### config.mk
export PLATFORM = sky130hd
export DESIGN_NAME = pioc_port
export DESIGN_NICKNAME = d
export VERILOG_FILES = /design/src/design/pioc_pkg.sv /design/src/design/pioc_port.sv
export SDC_FILE = /design/constraint.sdc
export NUM_CORES = 1
export LEC_CHECK = 0
export ABC_AREA = 1
export BUFFER_PORTS_ARGS = -buffer_cell sky130_fd_sc_hd__buf_2
export CAP_MARGIN = 20
export CORE_MARGIN = 8
export CORE_UTILIZATION = 30
export CTS_CLUSTER_SIZE = 40
export DETAILED_ROUTE_END_ITERATION = 10
export MAX_ROUTING_LAYER = met4
export PLACE_DENSITY = 0.5
export SKIP_LAST_GASP = 1
export SLEW_MARGIN = 0
export SYNTH_ARGS = -nofsm -noshare
export SYNTH_HDL_FRONTEND = slang
export SYNTH_SLANG_ARGS = --single-unit
### constraint.sdc
create_clock -name clk -period 5.2 [get_ports clk]
set_clock_uncertainty 0.2 [all_clocks]
set_input_delay 0 -clock clk [delete_from_list [all_inputs] [get_ports clk]]
set_output_delay 0 -clock clk [all_outputs]
set_load 0.05 [all_outputs]
### src/design/pioc_pkg.sv
// Purpose: constants for the port and clock block unit
// Assumes: single core clock, no register bus
// Notes: widths fixed
package pioc_pkg;
    localparam int PIOC_NUM_CLKBLK = 6;
    localparam int PIOC_CNT_W = 16;
    localparam logic [15:0] PIOC_CNT_RST = 16'h0000;
    localparam logic [2:0] PIOC_CLKSEL_RST = 3'h0;
    localparam logic [7:0] PIOC_DIV_RST = 8'h00;
    localparam int PIOC_WIDTH_1 = 1;
    localparam int PIOC_WIDTH_4 = 4;
    localparam int PIOC_WIDTH_8 = 8;
    localparam int PIOC_WIDTH_16 = 16;
    localparam int PIOC_WIDTH_32 = 32;
    localparam int PIOC_REF_MHZ = 100;
    localparam int PIOC_CLK_MHZ = 250;
    localparam logic [7:0] PIOC_REF_DIV = 8'(PIOC_CLK_MHZ / PIOC_REF_MHZ);
    localparam logic [31:0] PIOC_DATA_RST = 32'h00000000;
    localparam logic [1:0] PIOC_BUF_DEPTH = 2'h2;
    typedef enum logic [1:0] {
        PIOC_IDLE = 2'b00,
        PIOC_WAIT = 2'b01,
        PIOC_XFER = 2'b11
    } pioc_state_t;
endpackage

### src/design/pioc_port.sv
// Purpose: one 4-bit port with counter, clock blocks, strobes, pin sharing
// Assumes: pins and external clock arrive asynchronously
// Notes: pin 0 shared with a narrower 1-bit port, pins 0..3 with a link
// Overview of operation
// ports of 1,4,8,16,32 pins offered; only the 4-pin port is built here
// all port pins share one direction
// drive pins or sample with condition wait
// each processor access finishes in one cycle
// open drain drives low or releases
// data passes shifter and transfer register
// 16-bit counter times the pin transfer
// counter readable; transfer may wait on time
// counter captured as timestamp per transfer; here only input words get a timestamp, output transfers get none
// enabled link disables port pins
// enabled port overrules wider overlapping port
// unshared wider port pins stay usable
// port transfers at its full width
// six clock blocks, block zero reference
// clock block may use one-pin port clock
// external clock optionally divided
// ready strobes accepted and generated
// reset selects clock block zero
// counter steps per port clock, wraps
// pin priority: link, narrow, then wide
`timescale 1ns/1ps
module pioc_port
    import pioc_pkg::*;
(
    input wire logic clk,
    input wire logic reset_n,
    input wire logic [3:0] pin_in,
    output logic [3:0] pin_out,
    output logic [3:0] pin_oe,
    input wire logic ext_clk_pin,
    input wire logic ready_in_pin,
    output logic output_ready_strobe,
    input wire logic cfg_enable,
    input wire logic cfg_dir_out,
    input wire logic cfg_open_drain,
    input wire logic [2:0] cfg_clk_sel,
    input wire logic cfg_ext_src,
    input wire logic [7:0] cfg_ext_div,
    input wire logic cfg_use_ready,
    input wire logic cfg_cond_en,
    input wire logic [3:0] cfg_cond_val,
    input wire logic cfg_time_en,
    input wire logic [15:0] cfg_time_val,
    input wire logic [1:0] cfg_shift_words,
    input wire logic narrow_enable,
    input wire logic narrow_pin_out,
    input wire logic link_enable,
    input wire logic link_pin_out,
    output logic narrow_pin_in,
    input wire logic req_valid,
    output logic req_ready,
    input wire logic [15:0] req_data,
    output logic rsp_valid,
    input wire logic rsp_ready,
    output logic [15:0] rsp_data,
    output logic [15:0] rsp_stamp,
    output logic [15:0] counter_now
);
    logic [3:0] pin_s1_r, pin_s2_r;
    logic ck_s1_r, ck_s2_r, ck_s3_r;
    logic rdy_s1_r, rdy_s2_r;
    logic [2:0] sel_r;
    logic [7:0] ext_cnt_r;
    logic ext_tick_r;
    logic [7:0] ref_cnt_r;
    logic [PIOC_NUM_CLKBLK-1:0] blk_tick;
    logic [15:0] cnt_r;
    pioc_state_t st_r, st_nxt;
    logic [15:0] shift_r;
    logic [1:0] nib_r;
    logic [3:0] drive_r;
    logic [3:0] pin_out_r, pin_oe_r;
    logic strobe_r, narrow_in_r;
    logic [15:0] buf_d [0:1];
    logic [15:0] buf_t [0:1];
    logic wp_r, rp_r;
    logic [1:0] cnt_buf_r;

    // block zero is the reference rate; others pace from the external pin when cfg_ext_src is set, else from block zero
    assign blk_tick[0] = (ref_cnt_r == PIOC_REF_DIV - 8'h01);
    genvar g;
    generate
        for (g = 1; g < PIOC_NUM_CLKBLK; g++) begin : g_blk
            assign blk_tick[g] = cfg_ext_src ? ext_tick_r : blk_tick[0];
        end
    endgenerate
    wire tick = blk_tick[sel_r];
    wire ext_rise = ck_s2_r & ~ck_s3_r;
    wire time_ok = ~cfg_time_en | (cnt_r == cfg_time_val);
    wire cond_ok = ~cfg_cond_en | (pin_s2_r == cfg_cond_val);
    wire rdy_ok = ~cfg_use_ready | rdy_s2_r;
    wire last_nib = (nib_r == cfg_shift_words);
    wire buf_full = (cnt_buf_r == PIOC_BUF_DEPTH);
    wire buf_empty = (cnt_buf_r == 2'h0);
    wire fire = (st_r == PIOC_XFER) & tick;
    wire in_push = fire & ~cfg_dir_out & last_nib;
    wire push = in_push & ~buf_full;
    wire pop = rsp_valid & rsp_ready;
    // a word is taken only at an edge where ready was already shown
    wire start_out = cfg_enable & cfg_dir_out & req_valid & req_ready & (st_r == PIOC_IDLE);
    wire [15:0] in_word = {pin_s2_r, shift_r[15:4]} >> {cfg_shift_words ^ 2'h3, 2'h0};
    wire rp_nxt = pop ? ~rp_r : rp_r;
    // word pushed into the slot that becomes the head goes straight to the output
    wire head_new = push & (wp_r == rp_nxt);

    // arbitration for pin 0: link, then narrow port, then this port
    function automatic logic [1:0] pioc_owner(input logic lnk, input logic nar);
        pioc_owner = lnk ? 2'h2 : (nar ? 2'h1 : 2'h0);
    endfunction
    wire [1:0] own0 = pioc_owner(link_enable, narrow_enable);

    always_comb begin
        st_nxt = st_r;
        case (st_r)
            PIOC_IDLE: begin
                if (cfg_enable & (start_out | ~cfg_dir_out)) begin
                    st_nxt = PIOC_WAIT;
                end
            end
            PIOC_WAIT: begin
                if (tick & time_ok & cond_ok & rdy_ok) begin
                    st_nxt = PIOC_XFER;
                end
            end
            PIOC_XFER: begin
                if (fire & last_nib & (cfg_dir_out | ~buf_full)) begin
                    st_nxt = PIOC_IDLE;
                end
            end
            default: st_nxt = PIOC_IDLE;
        endcase
    end

    always_ff @(posedge clk) begin
        pin_s1_r <= pin_in;
        pin_s2_r <= pin_s1_r;
        ck_s1_r <= ext_clk_pin;
        ck_s2_r <= ck_s1_r;
        ck_s3_r <= ck_s2_r;
        rdy_s1_r <= ready_in_pin;
        rdy_s2_r <= rdy_s1_r;
    end

    always_ff @(posedge clk) begin
        if (!reset_n) begin
            sel_r <= PIOC_CLKSEL_RST;
            ref_cnt_r <= PIOC_DIV_RST;
            ext_cnt_r <= PIOC_DIV_RST;
            ext_tick_r <= 1'b0;
        end else begin
            sel_r <= (cfg_clk_sel < 3'(PIOC_NUM_CLKBLK)) ? cfg_clk_sel : PIOC_CLKSEL_RST;
            ref_cnt_r <= blk_tick[0] ? PIOC_DIV_RST : ref_cnt_r + 8'h01;
            ext_tick_r <= ext_rise & (ext_cnt_r == cfg_ext_div);
            if (ext_rise) begin
                ext_cnt_r <= (ext_cnt_r == cfg_ext_div) ? PIOC_DIV_RST : ext_cnt_r + 8'h01;
            end
        end
    end

    always_ff @(posedge clk) begin
        if (!reset_n) begin
            cnt_r <= PIOC_CNT_RST;
        end else if (tick) begin
            cnt_r <= cnt_r + 16'h0001;
        end
    end

    always_ff @(posedge clk) begin
        if (!reset_n) begin
            st_r <= PIOC_IDLE;
            shift_r <= PIOC_CNT_RST;
            nib_r <= 2'h0;
            drive_r <= 4'h0;
        end else begin
            st_r <= st_nxt;
            if (start_out) begin
                shift_r <= req_data;
                nib_r <= 2'h0;
            end else if (fire & cfg_dir_out) begin
                drive_r <= shift_r[3:0];
                shift_r <= {4'h0, shift_r[15:4]};
                nib_r <= last_nib ? 2'h0 : nib_r + 2'h1;
            end else if (fire & (~last_nib | ~buf_full)) begin
                shift_r <= {pin_s2_r, shift_r[15:4]};
                nib_r <= last_nib ? 2'h0 : nib_r + 2'h1;
            end
        end
    end

    // two-entry transfer buffer towards the processor
    always_ff @(posedge clk) begin
        if (!reset_n) begin
            wp_r <= 1'b0;
            rp_r <= 1'b0;
            cnt_buf_r <= 2'h0;
        end else begin
            if (push) begin
                buf_d[wp_r] <= in_word;
                buf_t[wp_r] <= cnt_r;
                wp_r <= ~wp_r;
            end
            if (pop) begin
                rp_r <= ~rp_r;
            end
            cnt_buf_r <= cnt_buf_r + {1'b0, push} - {1'b0, pop};
        end
    end

    always_ff @(posedge clk) begin
        if (!reset_n) begin
            pin_out_r <= 4'h0;
            pin_oe_r <= 4'h0;
            strobe_r <= 1'b0;
            narrow_in_r <= 1'b0;
            rsp_valid <= 1'b0;
            rsp_data <= PIOC_CNT_RST;
            rsp_stamp <= PIOC_CNT_RST;
            req_ready <= 1'b0;
            counter_now <= PIOC_CNT_RST;
        end else begin
            counter_now <= cnt_r;
            req_ready <= cfg_dir_out & (st_nxt == PIOC_IDLE);
            strobe_r <= fire & cfg_dir_out;
            narrow_in_r <= pin_s2_r[0];
            rsp_valid <= ~buf_empty & ~(pop & (cnt_buf_r == 2'h1)) | push;
            rsp_data <= head_new ? in_word : ((pop & (cnt_buf_r == 2'h2)) ? buf_d[~rp_r] : rsp_data);
            rsp_stamp <= head_new ? cnt_r : ((pop & (cnt_buf_r == 2'h2)) ? buf_t[~rp_r] : rsp_stamp);
            if (own0 == 2'h2) begin
                pin_out_r[0] <= link_pin_out;
                pin_oe_r[0] <= 1'b1;
            end else if (own0 == 2'h1) begin
                pin_out_r[0] <= narrow_pin_out;
                pin_oe_r[0] <= 1'b1;
            end else begin
                pin_out_r[0] <= cfg_open_drain ? 1'b0 : drive_r[0];
                pin_oe_r[0] <= cfg_enable & cfg_dir_out & (~cfg_open_drain | ~drive_r[0]);
            end
            pin_out_r[3:1] <= cfg_open_drain ? 3'h0 : drive_r[3:1];
            pin_oe_r[3:1] <= {3{cfg_enable & cfg_dir_out & ~link_enable}} &
                             (cfg_open_drain ? ~drive_r[3:1] : 3'h7);
        end
    end

    assign pin_out = pin_out_r;
    assign pin_oe = pin_oe_r;
    assign output_ready_strobe = strobe_r;
    assign narrow_pin_in = narrow_in_r;
    // only this 4-bit instance is built; R01 widths come from the width constants
endmodule

Word-level counts from Yosys, hierarchy flattened
Memory sizes are Yosys's and may differ from the RTL's. Cells that the tools add are included.

Flip-flop bits (word level): 137. Memory bits (writable): 64. Input port bits: 70. Output and inout port bits: 60. Logic and storage cells: 146. Memories: 2.

Memories: buf_d (words 2, width 16, read ports 1, clocked after memory_dff 0, write ports 1, RTL line pioc_port.sv:78) `logic [15:0] buf_d [0:1];`; buf_t (words 2, width 16, read ports 1, clocked after memory_dff 0, write ports 1, RTL line pioc_port.sv:79) `logic [15:0] buf_t [0:1];`.

$add $sub $neg: 6. Order comparisons: 2. Equality and inequality tests: 12. Shifts and indexed selects: 1. Muxes and demuxes: 30. Bitwise operators: 53. Reduce and logical (&&, ||, !) cells: 11.

Operators with widths (count): two-way mux 16 bit (7); bitwise AND 1 bit (26); adder 16 x 1 -> 16 bit, second input constant (1); adder 8 x 1 -> 8 bit, second input constant (2); == test 16 bit (1); NOT 1 bit (16); >> shifter 16 x 4 -> 16 bit (1); two-way mux 2 bit (7); two-way mux 1 bit (12); == test 8 x 1 -> 1 bit, second input constant (1); == test 8 bit (1); two-way mux 8 bit (1); OR 1 bit (8); == test 2 x 1 -> 1 bit, second input constant (3); == test 2 bit, second input constant (3); zero test 2 bit (3); one-hot mux 2 bit (3 select lines) (1); OR reduction 2 bit (3); == test 4 bit (1); < comparator 3 x 4 -> 1 bit, second input constant (1); AND reduction 2 bit (2); nonzero test 2 bit (2); bitwise AND 3 bit (1); binary-select mux 1 bit (select 3 bit) (1); other kinds (10) (10).

Longest topological paths before layout
Gate-level depths: netlist of the first run.

Depth in word-level cells: 11. Gate-level depth with buffers: 17. Mapped depth without buffers: 17.

Worst setup path after synthesis of the first run
OpenSTA, ideal clock, no wires.

Kind: register -> register. Start: register ref_cnt_r[0]. End: memory buf_d[1][0] (enable). Library setup time: 0.461 ns. Arrival: 3.568 ns. Setup slack: 0.971 ns. Cell stages (with the launch flop): 12. Clock period less this slack: 4.229 ns. Path through: dfxtp_1 > ha_1 > nand2_1 > nor2_1 > nand2_1 > nand2_2 > nand3_2 > nand2_2 > nand3_1 > nor2_2 > nand2_1 > nor3_1.

Longest elaborated chain between the ends: 11.

RTL lines: start, declared (RTL line pioc_port.sv:69) `logic [7:0] ref_cnt_r;`; start signal, assigned (RTL line pioc_port.sv:156) `ref_cnt_r <= blk_tick[0] ? PIOC_DIV_RST : ref_cnt_r + 8'h01;`; == test 8 x 1 -> 1 bit (*) (RTL line pioc_port.sv:84) `assign blk_tick[0] = (ref_cnt_r == PIOC_REF_DIV - 8'h01);`; two-way mux 1 bit (RTL line pioc_port.sv:88) `assign blk_tick[g] = cfg_ext_src ? ext_tick_r : blk_tick[0];`; binary-select mux 1 bit (select 3 bit) (*) (RTL line pioc_port.sv:91) `wire tick = blk_tick[sel_r];`; two-way mux 1 bit (implied by the code) (*) (RTL line pioc_port.sv:91); bitwise AND 1 bit (*) (RTL line pioc_port.sv:99) `wire fire = (st_r == PIOC_XFER) & tick;`; bitwise AND 1 bit (*) (2 in a row) (RTL line pioc_port.sv:100) `wire in_push = fire & ~cfg_dir_out & last_nib;`; bitwise AND 1 bit (*) (RTL line pioc_port.sv:101) `wire push = in_push & ~buf_full;`; two-way mux 1 bit (*) (RTL line pioc_port.sv:201) `if (push) begin`; two-way mux 1 bit (*) (RTL line pioc_port.sv:196) `if (!reset_n) begin`; two-way mux 1 bit (implied by the code) (*) (RTL line pioc_port.sv:202) `buf_d[wp_r] <= in_word;`; end, declared (RTL line pioc_port.sv:78).

Mark *: on every way between the ends. The rest lies on a longest branch, timed or not. The select of a mux whose other input is x is not followed.

Worst setup path in the final report of the first run
Start: register cnt_r[8]. End: register st_r[1].

Longest elaborated chain between the ends: 7.

RTL lines: start, declared (RTL line pioc_port.sv:71) `logic [15:0] cnt_r;`; start signal, assigned (RTL line pioc_port.sv:168) `cnt_r <= cnt_r + 16'h0001;`; == test 16 bit (RTL line pioc_port.sv:93) `wire time_ok = ~cfg_time_en | (cnt_r == cfg_time_val);`; OR 1 bit (RTL line pioc_port.sv:93); bitwise AND 1 bit (3 in a row) (RTL line pioc_port.sv:125) `if (tick & time_ok & cond_ok & rdy_ok) begin`; two-way mux 2 bit (RTL line pioc_port.sv:125); one-hot mux 2 bit (3 select lines) (RTL line pioc_port.sv:118) `case (st_r)`; end signal, assigned (RTL line pioc_port.sv:179) `st_r <= st_nxt;`; end, declared (RTL line pioc_port.sv:72) `pioc_state_t st_r, st_nxt;`.

No other way between the ends. A chain may end at the register's enable or synchronous reset.

==> impl_metrics.env, run 1 <==
export IMPL_first_pass_iters=5
export IMPL_finalPower_mw=3.67
export IMPL_first_global_vias=7532
export IMPL_ys_seq_area_share_pct=51.8
export IMPL_root_buffer="clkbuf_16"
export IMPL_route_vias_total=7543
export IMPL_io_buffers=129
export IMPL_syn_to_final_growth_pct=27.5
export IMPL_cp_arrival_ps=4120
export IMPL_synthesis_nets=1122
export IMPL_use_met2_pct=22.0
export IMPL_cts_sinks=201
export IMPL_drc=0
export IMPL_synth_commonest_cells="nand2_1, dfxtp_1, inv_1, nor2_1, nand3_1"
export IMPL_synth_edf_count=64
export IMPL_core_area_sq_mm=0.0296
export IMPL_dieWidth_um=189
export IMPL_initial_core_util_pct=30.4
export IMPL_path_buf_inv=3
export IMPL_yosys_area_top_type="dfxtp_1"
export IMPL_dp_hpwl_um=16500
export IMPL_drt_wl_total_um=25000
export IMPL_p_int_mw=2.87
export IMPL_avgSynthCellArea_sq_um=8.62
export IMPL_setup_tns_ps=0
export IMPL_nets=1297
export IMPL_routedWlPerCell_um=15.3
export IMPL_cts_tree="built"
export IMPL_synth_area_top_cells="dfxtp_1, edfxtp_1, nand2_1, inv_1, mux2_2"
export IMPL_drt_vias_per_instance=4.63
export IMPL_grt_overflow=0
export IMPL_multi_input_area_sq_mm=0.00363
export IMPL_synthFlopType="dfxtp_1"
export IMPL_dieArea_sq_mm=0.0358
export IMPL_gp_congestion=0.811
export IMPL_seq_area_sq_mm=0.00466
export IMPL_startpoint="cnt_r[8]"
export IMPL_switchingPower_mw=0.808
export IMPL_min_period_over_period_pct=74.5
export IMPL_hp_start="cfg_ext_src"
export IMPL_path_clk_slew_ps=60
export IMPL_slew_headroom_pct=34.4
export IMPL_met3_usage_pct=2.70
export IMPL_startpoint_type="flop"
export IMPL_min_period_ps=3870
export IMPL_critical_path_max_stage_delay_ps=600
export IMPL_die_h_um=189
export IMPL_grt_antenna_before_repair=1
export IMPL_cts_buffers=25
export IMPL_clk_path_buf_depth=3
export IMPL_path_class="reg2reg"
export IMPL_slew_violations=0
export IMPL_finalWorstSetupSlack_ps=1330
export IMPL_status="complete, no violations"
export IMPL_worst_slew_pin_slew_ps=984
export IMPL_drive_gt1_share_pct=21.8
export IMPL_rsz0062_at_grt="false"
export IMPL_ir_worst_vdd_mv=0.182
export IMPL_r2r_start="cnt_r[8]"
export IMPL_drv_cap=0
export IMPL_powerDensity_mw_per_mm2=320
export IMPL_required_ps=5450
export IMPL_globalRouteMet1Util_pct=18.6
export IMPL_grt_max_degree=68
export IMPL_drtIter0Drc=342
export IMPL_place_ws_ps=1680
export IMPL_syn_inst=1046
export IMPL_leakage_nw=4.69
export IMPL_power_frac_seq_pct=44.9
export IMPL_grt_pass1_wl_um=40100
export IMPL_critPathCaptureType="flop"
export IMPL_hold_violations=0
export IMPL_synth_most_common_cell="nand2_1"
export IMPL_fmax_mhz=258
export IMPL_hold_class="in2reg"
export IMPL_critPathMaxFanout=9
export IMPL_cp_common_cell="dlygate4sd3_1"
export IMPL_track_usage_pct=14.0
export IMPL_slowest_stage="dfxtp_1"
export IMPL_synth_top_area_share_pct=30.4
export IMPL_cp_top_family="buffers and inverters"
export IMPL_p_clk_share_pct=49.3
export IMPL_synth_area_sq_mm=0.00901
export IMPL_clk_latency_ps=510
export IMPL_pwr_share_comb_pct=5.8
export IMPL_synth_seq_cells=201
export IMPL_ant_nets=0
export IMPL_busiest_layer="met2"
export IMPL_row_count=63
export IMPL_setup_viol=0
export IMPL_synthArstFlopShare_pct=0
export IMPL_io_pins=130
export IMPL_cts_setup_buffers=0
export IMPL_htree_levels=1
export IMPL_p_sw_share_pct=22.0
export IMPL_ys_warnings_count=0
export IMPL_fillers=3035
export IMPL_crit_chain="xnor2_1 > nand4_1 > nor4_1 > nand2_1 > nand2_1 > dlygate4sd3_1 > nand3_1 > dlygate4sd3_1 > a21oi_1 > dlygate4sd3_1"
export IMPL_ys_types=40
## final cells by class
| type | instances | share of cell area, % |
|---|---|---|
| clock inverter | 12 | 1.38 |
| sequential | 201 | 40.6 |
| antenna | 1 | 0.0218 |
| inverter | 130 | 4.25 |
| multi-input combinational | 662 | 31.6 |
| clock buffer | 33 | 6.14 |
| tap | 390 | 4.25 |
| timing repair buffer | 201 | 11.8 |
## per-layer routing
metal | part of all wire (%) | vias to the layer above
met5 | 0 | -
met4 | 1.8 | 0
met3 | 5.6 | 35
met2 | 44 | 178
met1 | 48 | 3528
li1 | - | 3802
## flip-flops by register name, summed over array words and instances (netlist names), 16 cells and up
register and count:
buf_d 32, buf_t 32, cnt_r 16, counter_now 16, rsp_data 16, rsp_stamp 16, shift_r 16
## worst min-delay path, stage by stage
cell and delay, ps:
buf_2 70, inv_1 60, nand2_2 100, nand3_2 60
nand2_2 70, nand2_2 190, nand2_1 110, a21oi_1 60
## worst paths after layout
path / to / slack, ps / depth (start not counted)
min reg2reg: pin_s2_r[1] / 120 / 0
min: cnt_r[14] / 60 / 8
max: st_r[1] / 1330 / 10
max reg2reg: st_r[1] / 1330 / 10
## power by group through the flow
| stage | clock, mW | sequential (mW) | combinational (mW) |
|---|---|---|---|
| 2_1_floorplan | 0 | 1.69 | 0.102 |
| 4_1_cts | 1.87 | 1.65 | 0.214 |
| 6_report | 1.81 | 1.65 | 0.213 |
| 3_5_place_dp | 0 | 1.69 | 0.181 |
| 5_1_grt | 1.92 | 1.65 | 0.238 |
| 3_3_place_gp | 0 | 1.68 | 0.179 |
## cells in the final DEF, fill, tap and decap left out, drive strengths merged
cell type,instances
clkbuf,33
clkinv,9
nand3b,3
or2,10
dfxtp,137
a21boi,3
ha,6
xnor2,18
bufinv,4
nor2,84
nor3b,3
nor4,6
xor2,18
nor3,13
a211oi,4
buf,142
mux2,32
a221oi,1
nand3,68
o21a,1
o21ai,39
inv,129
a31oi,4
a21oi,85
and3,1
edfxtp,64
nand2,214
nand4,46
diode,1
dlygate4sd3,59
o211ai,3
## kinds of logic after synthesis
group                      count (synthesis)  synth area share [%]
buffers and inverters                    183                  8.12
xor gates and xnor gates                  36                  3.67
and+or+nand+nor                          448                  22.3
AOI/OAI and AO/OA                        140                  9.34
DFF                                      201                  51.8
adders and majority gates                  6                 0.833
muxes                                     32                  4.00
## repair_timing
action / 4_1_cts / 5_1_grt
hold endpoints to repair: 108 / 0
hold buffers: 59 / 0
resized for setup: 0 / 0
## stage by stage
step | hold slack, ps | area (sq um) | utilization, % | cells
2_1_floorplan | -172 | 9010 | - | 1046
3_3_place_gp | -96.0 | 10000 | 33.7 | 1524
3_5_place_dp | -96.0 | 10000 | 33.8 | 1525
4_1_cts | 44.6 | 11500 | 38.7 | 1629
5_1_grt | 85.4 | 11500 | 38.8 | 1630
6_report | 59.7 | 11500 | 38.8 | 1630
No activity file was read; power rests on OpenSTA's default activity.
==> inputs of run 2 (changes only) <==
Settings changed: PLACE_DENSITY 0.5 to 0.52.
Clock period 5.2 ns to 3.3 ns, I/O delays scaled along.
==> run 2 against run 1 <==
Effect of this change: clock power is 48% higher; critical path type unchanged; sequential power rose by 58%; via count grew 0.40%; non-clock buffer count is 9 higher; utilization hardly changed; setup slack worse by 1000 ps; largest power group unchanged; first-iteration DRC count decreased by 8.2%; final area barely moved; sequential share of layout area hardly changed; power is 53% higher; critical endpoint unchanged; routed wire length grew 0.52%; fmax up 29%.
==> impl_metrics.env, run 2 (synthesis gave the netlist of run 1 again) <==
export IMPL_status="complete, no violations"
export IMPL_route_vias_total=7573
export IMPL_core_area_sq_mm=0.0296
export IMPL_powerDensity_mw_per_mm2=489
export IMPL_die_h_um=189
export IMPL_reg2reg_depth=10
export IMPL_cts_setup_buffers=0
export IMPL_io_buffers=129
export IMPL_r2r_start="cnt_r[14]"
export IMPL_initial_core_util_pct=30.4
export IMPL_cp_common_cell="nand2_1"
export IMPL_cts_buffers=24
export IMPL_crit_chain="inv_1 > nand2_1 > nand3_1 > nor4_2 > nand2_1 > nand2_1 > dlygate4sd3_1 > nand3_1 > dlygate4sd3_1 > a21oi_1"
export IMPL_slowest_stage="dlygate4sd3_1"
export IMPL_hold_violations=0
export IMPL_routedWlPerCell_um=15.3
export IMPL_hp_start="cfg_ext_src"
export IMPL_ir_worst_vdd_mv=0.302
export IMPL_first_global_vias=7740
export IMPL_ant_nets=0
export IMPL_gp_congestion=0.779
export IMPL_drtIter0Drc=314
export IMPL_row_count=63
export IMPL_drt_wl_total_um=25100
export IMPL_dpl_cell_count=1535
export IMPL_htree_levels=1
export IMPL_clk_path_buf_depth=3
export IMPL_setup_tns_ps=0
export IMPL_hold_class="in2reg"
export IMPL_cts_tree="built"
export IMPL_track_usage_pct=14.3
export IMPL_first_pass_iters=7
export IMPL_startpoint_type="flop"
export IMPL_slew_headroom_pct=52.1
export IMPL_worst_slew_pin_slew_ps=719
export IMPL_startpoint="cnt_r[14]"
export IMPL_top_regs="buf_d (32), buf_t (32)"
export IMPL_drv_cap=0
export IMPL_final_common_cell="nand2_1"
export IMPL_cp_arrival_ps=3240
export IMPL_leakage_nw=4.70
export IMPL_path_class="reg2reg"
export IMPL_required_ps=3540
export IMPL_critPathCaptureType="flop"
export IMPL_critPathMaxFanout=7
export IMPL_syn_to_final_growth_pct=27.5
export IMPL_clk_latency_ps=510
export IMPL_slew_violations=0
export IMPL_final_cell_mix="nand2_1, dfxtp_1, buf_2, inv_1, nor2_1"
export IMPL_drc=0
export IMPL_drive_gt1_share_pct=22.1
export IMPL_fmax_mhz=334
export IMPL_dp_hpwl_um=16900
export IMPL_grt_pass1_wl_um=41000
export IMPL_grt_max_degree=65
export IMPL_dieWidth_um=189
export IMPL_cts_sinks=201
export IMPL_dieArea_sq_mm=0.0358
export IMPL_critical_path_max_stage_delay_ps=570
export IMPL_nets=1305
export IMPL_setup_viol=0
export IMPL_drt_vias_per_instance=4.63
export IMPL_stdcell_count=1637
export IMPL_root_buffer="clkbuf_16"
export IMPL_min_period_ps=3000
export IMPL_rsz0062_at_grt="false"
export IMPL_grt_antenna_before_repair=1
export IMPL_io_pins=130
export IMPL_grt_overflow=0
export IMPL_hold_path_cell_count=8
export IMPL_min_period_over_period_pct=90.8
export IMPL_path_clk_slew_ps=60
-- run 2: per-stage QoR --
step	power, mW	hold WS [ps]	util [%]	cell area [sq um]	worst slack [ps]
finish	5.61	52.6	38.8	11500	304
global route	5.84	118	38.8	11500	106
global placement	2.94	-97.4	34.0	10100	734
CTS	5.69	55.3	38.7	11500	106
floorplan	2.83	-172	-	9020	35.0
detailed placement	2.95	-95.9	34.0	10100	688
-- run 2: layout make-up --
class                   instances  area [sq um]
repair buffers                210          1400
clock buffers                  35           716
flip-flops and latches        201          4660
fillers                      3078         18100
clock inverters                 8          87.6
diodes                          1          2.50
well taps                     390           488
inverters                     130           488
multi-input cells             662          3640
-- run 2: timing repair --
action	in CTS	in global routing
hold endpoints to repair	112	0
gates resized for setup	0	2
endpoints found under the setup margin	0	1
hold buffers	58	0
-- run 2: where the power goes --
part           leakage [nW]  total (mW)  switching (mW)  internal (mW)
combinational          2.65       0.346           0.207          0.139
sequential             1.66        2.60          0.0225           2.58
clock                 0.395        2.67            1.02           1.65
total                  4.70        5.61            1.25           4.37
-- run 2: critical path: cells and delay by family, from the launching register on --
kind | cells | cell delay, ps
buffers and inverters | 3 | 1290
AND/OR/NAND/NOR | 6 | 850
flip-flops | 1 | 480
AO/OA/AOI/OAI | 1 | 110
-- run 2: worst paths after layout --
path,end,slack (ps)
worst max register to register,st_r[1],300
worst min register to register,pin_s2_r[1],120
worst min-delay path,cnt_r[10],50
worst max-delay path,st_r[1],300
-- run 2: metal layers --
layer,track usage (%),part of all wire (%),vias to the layer above,wire (um)
met2,21.9,43,199,10900
met1,19.4,50,3524,12400
li1,-,-,3814,-
met3,2.17,4.7,36,1180
met5,-,0,-,0
met4,3.73,2.4,0,591
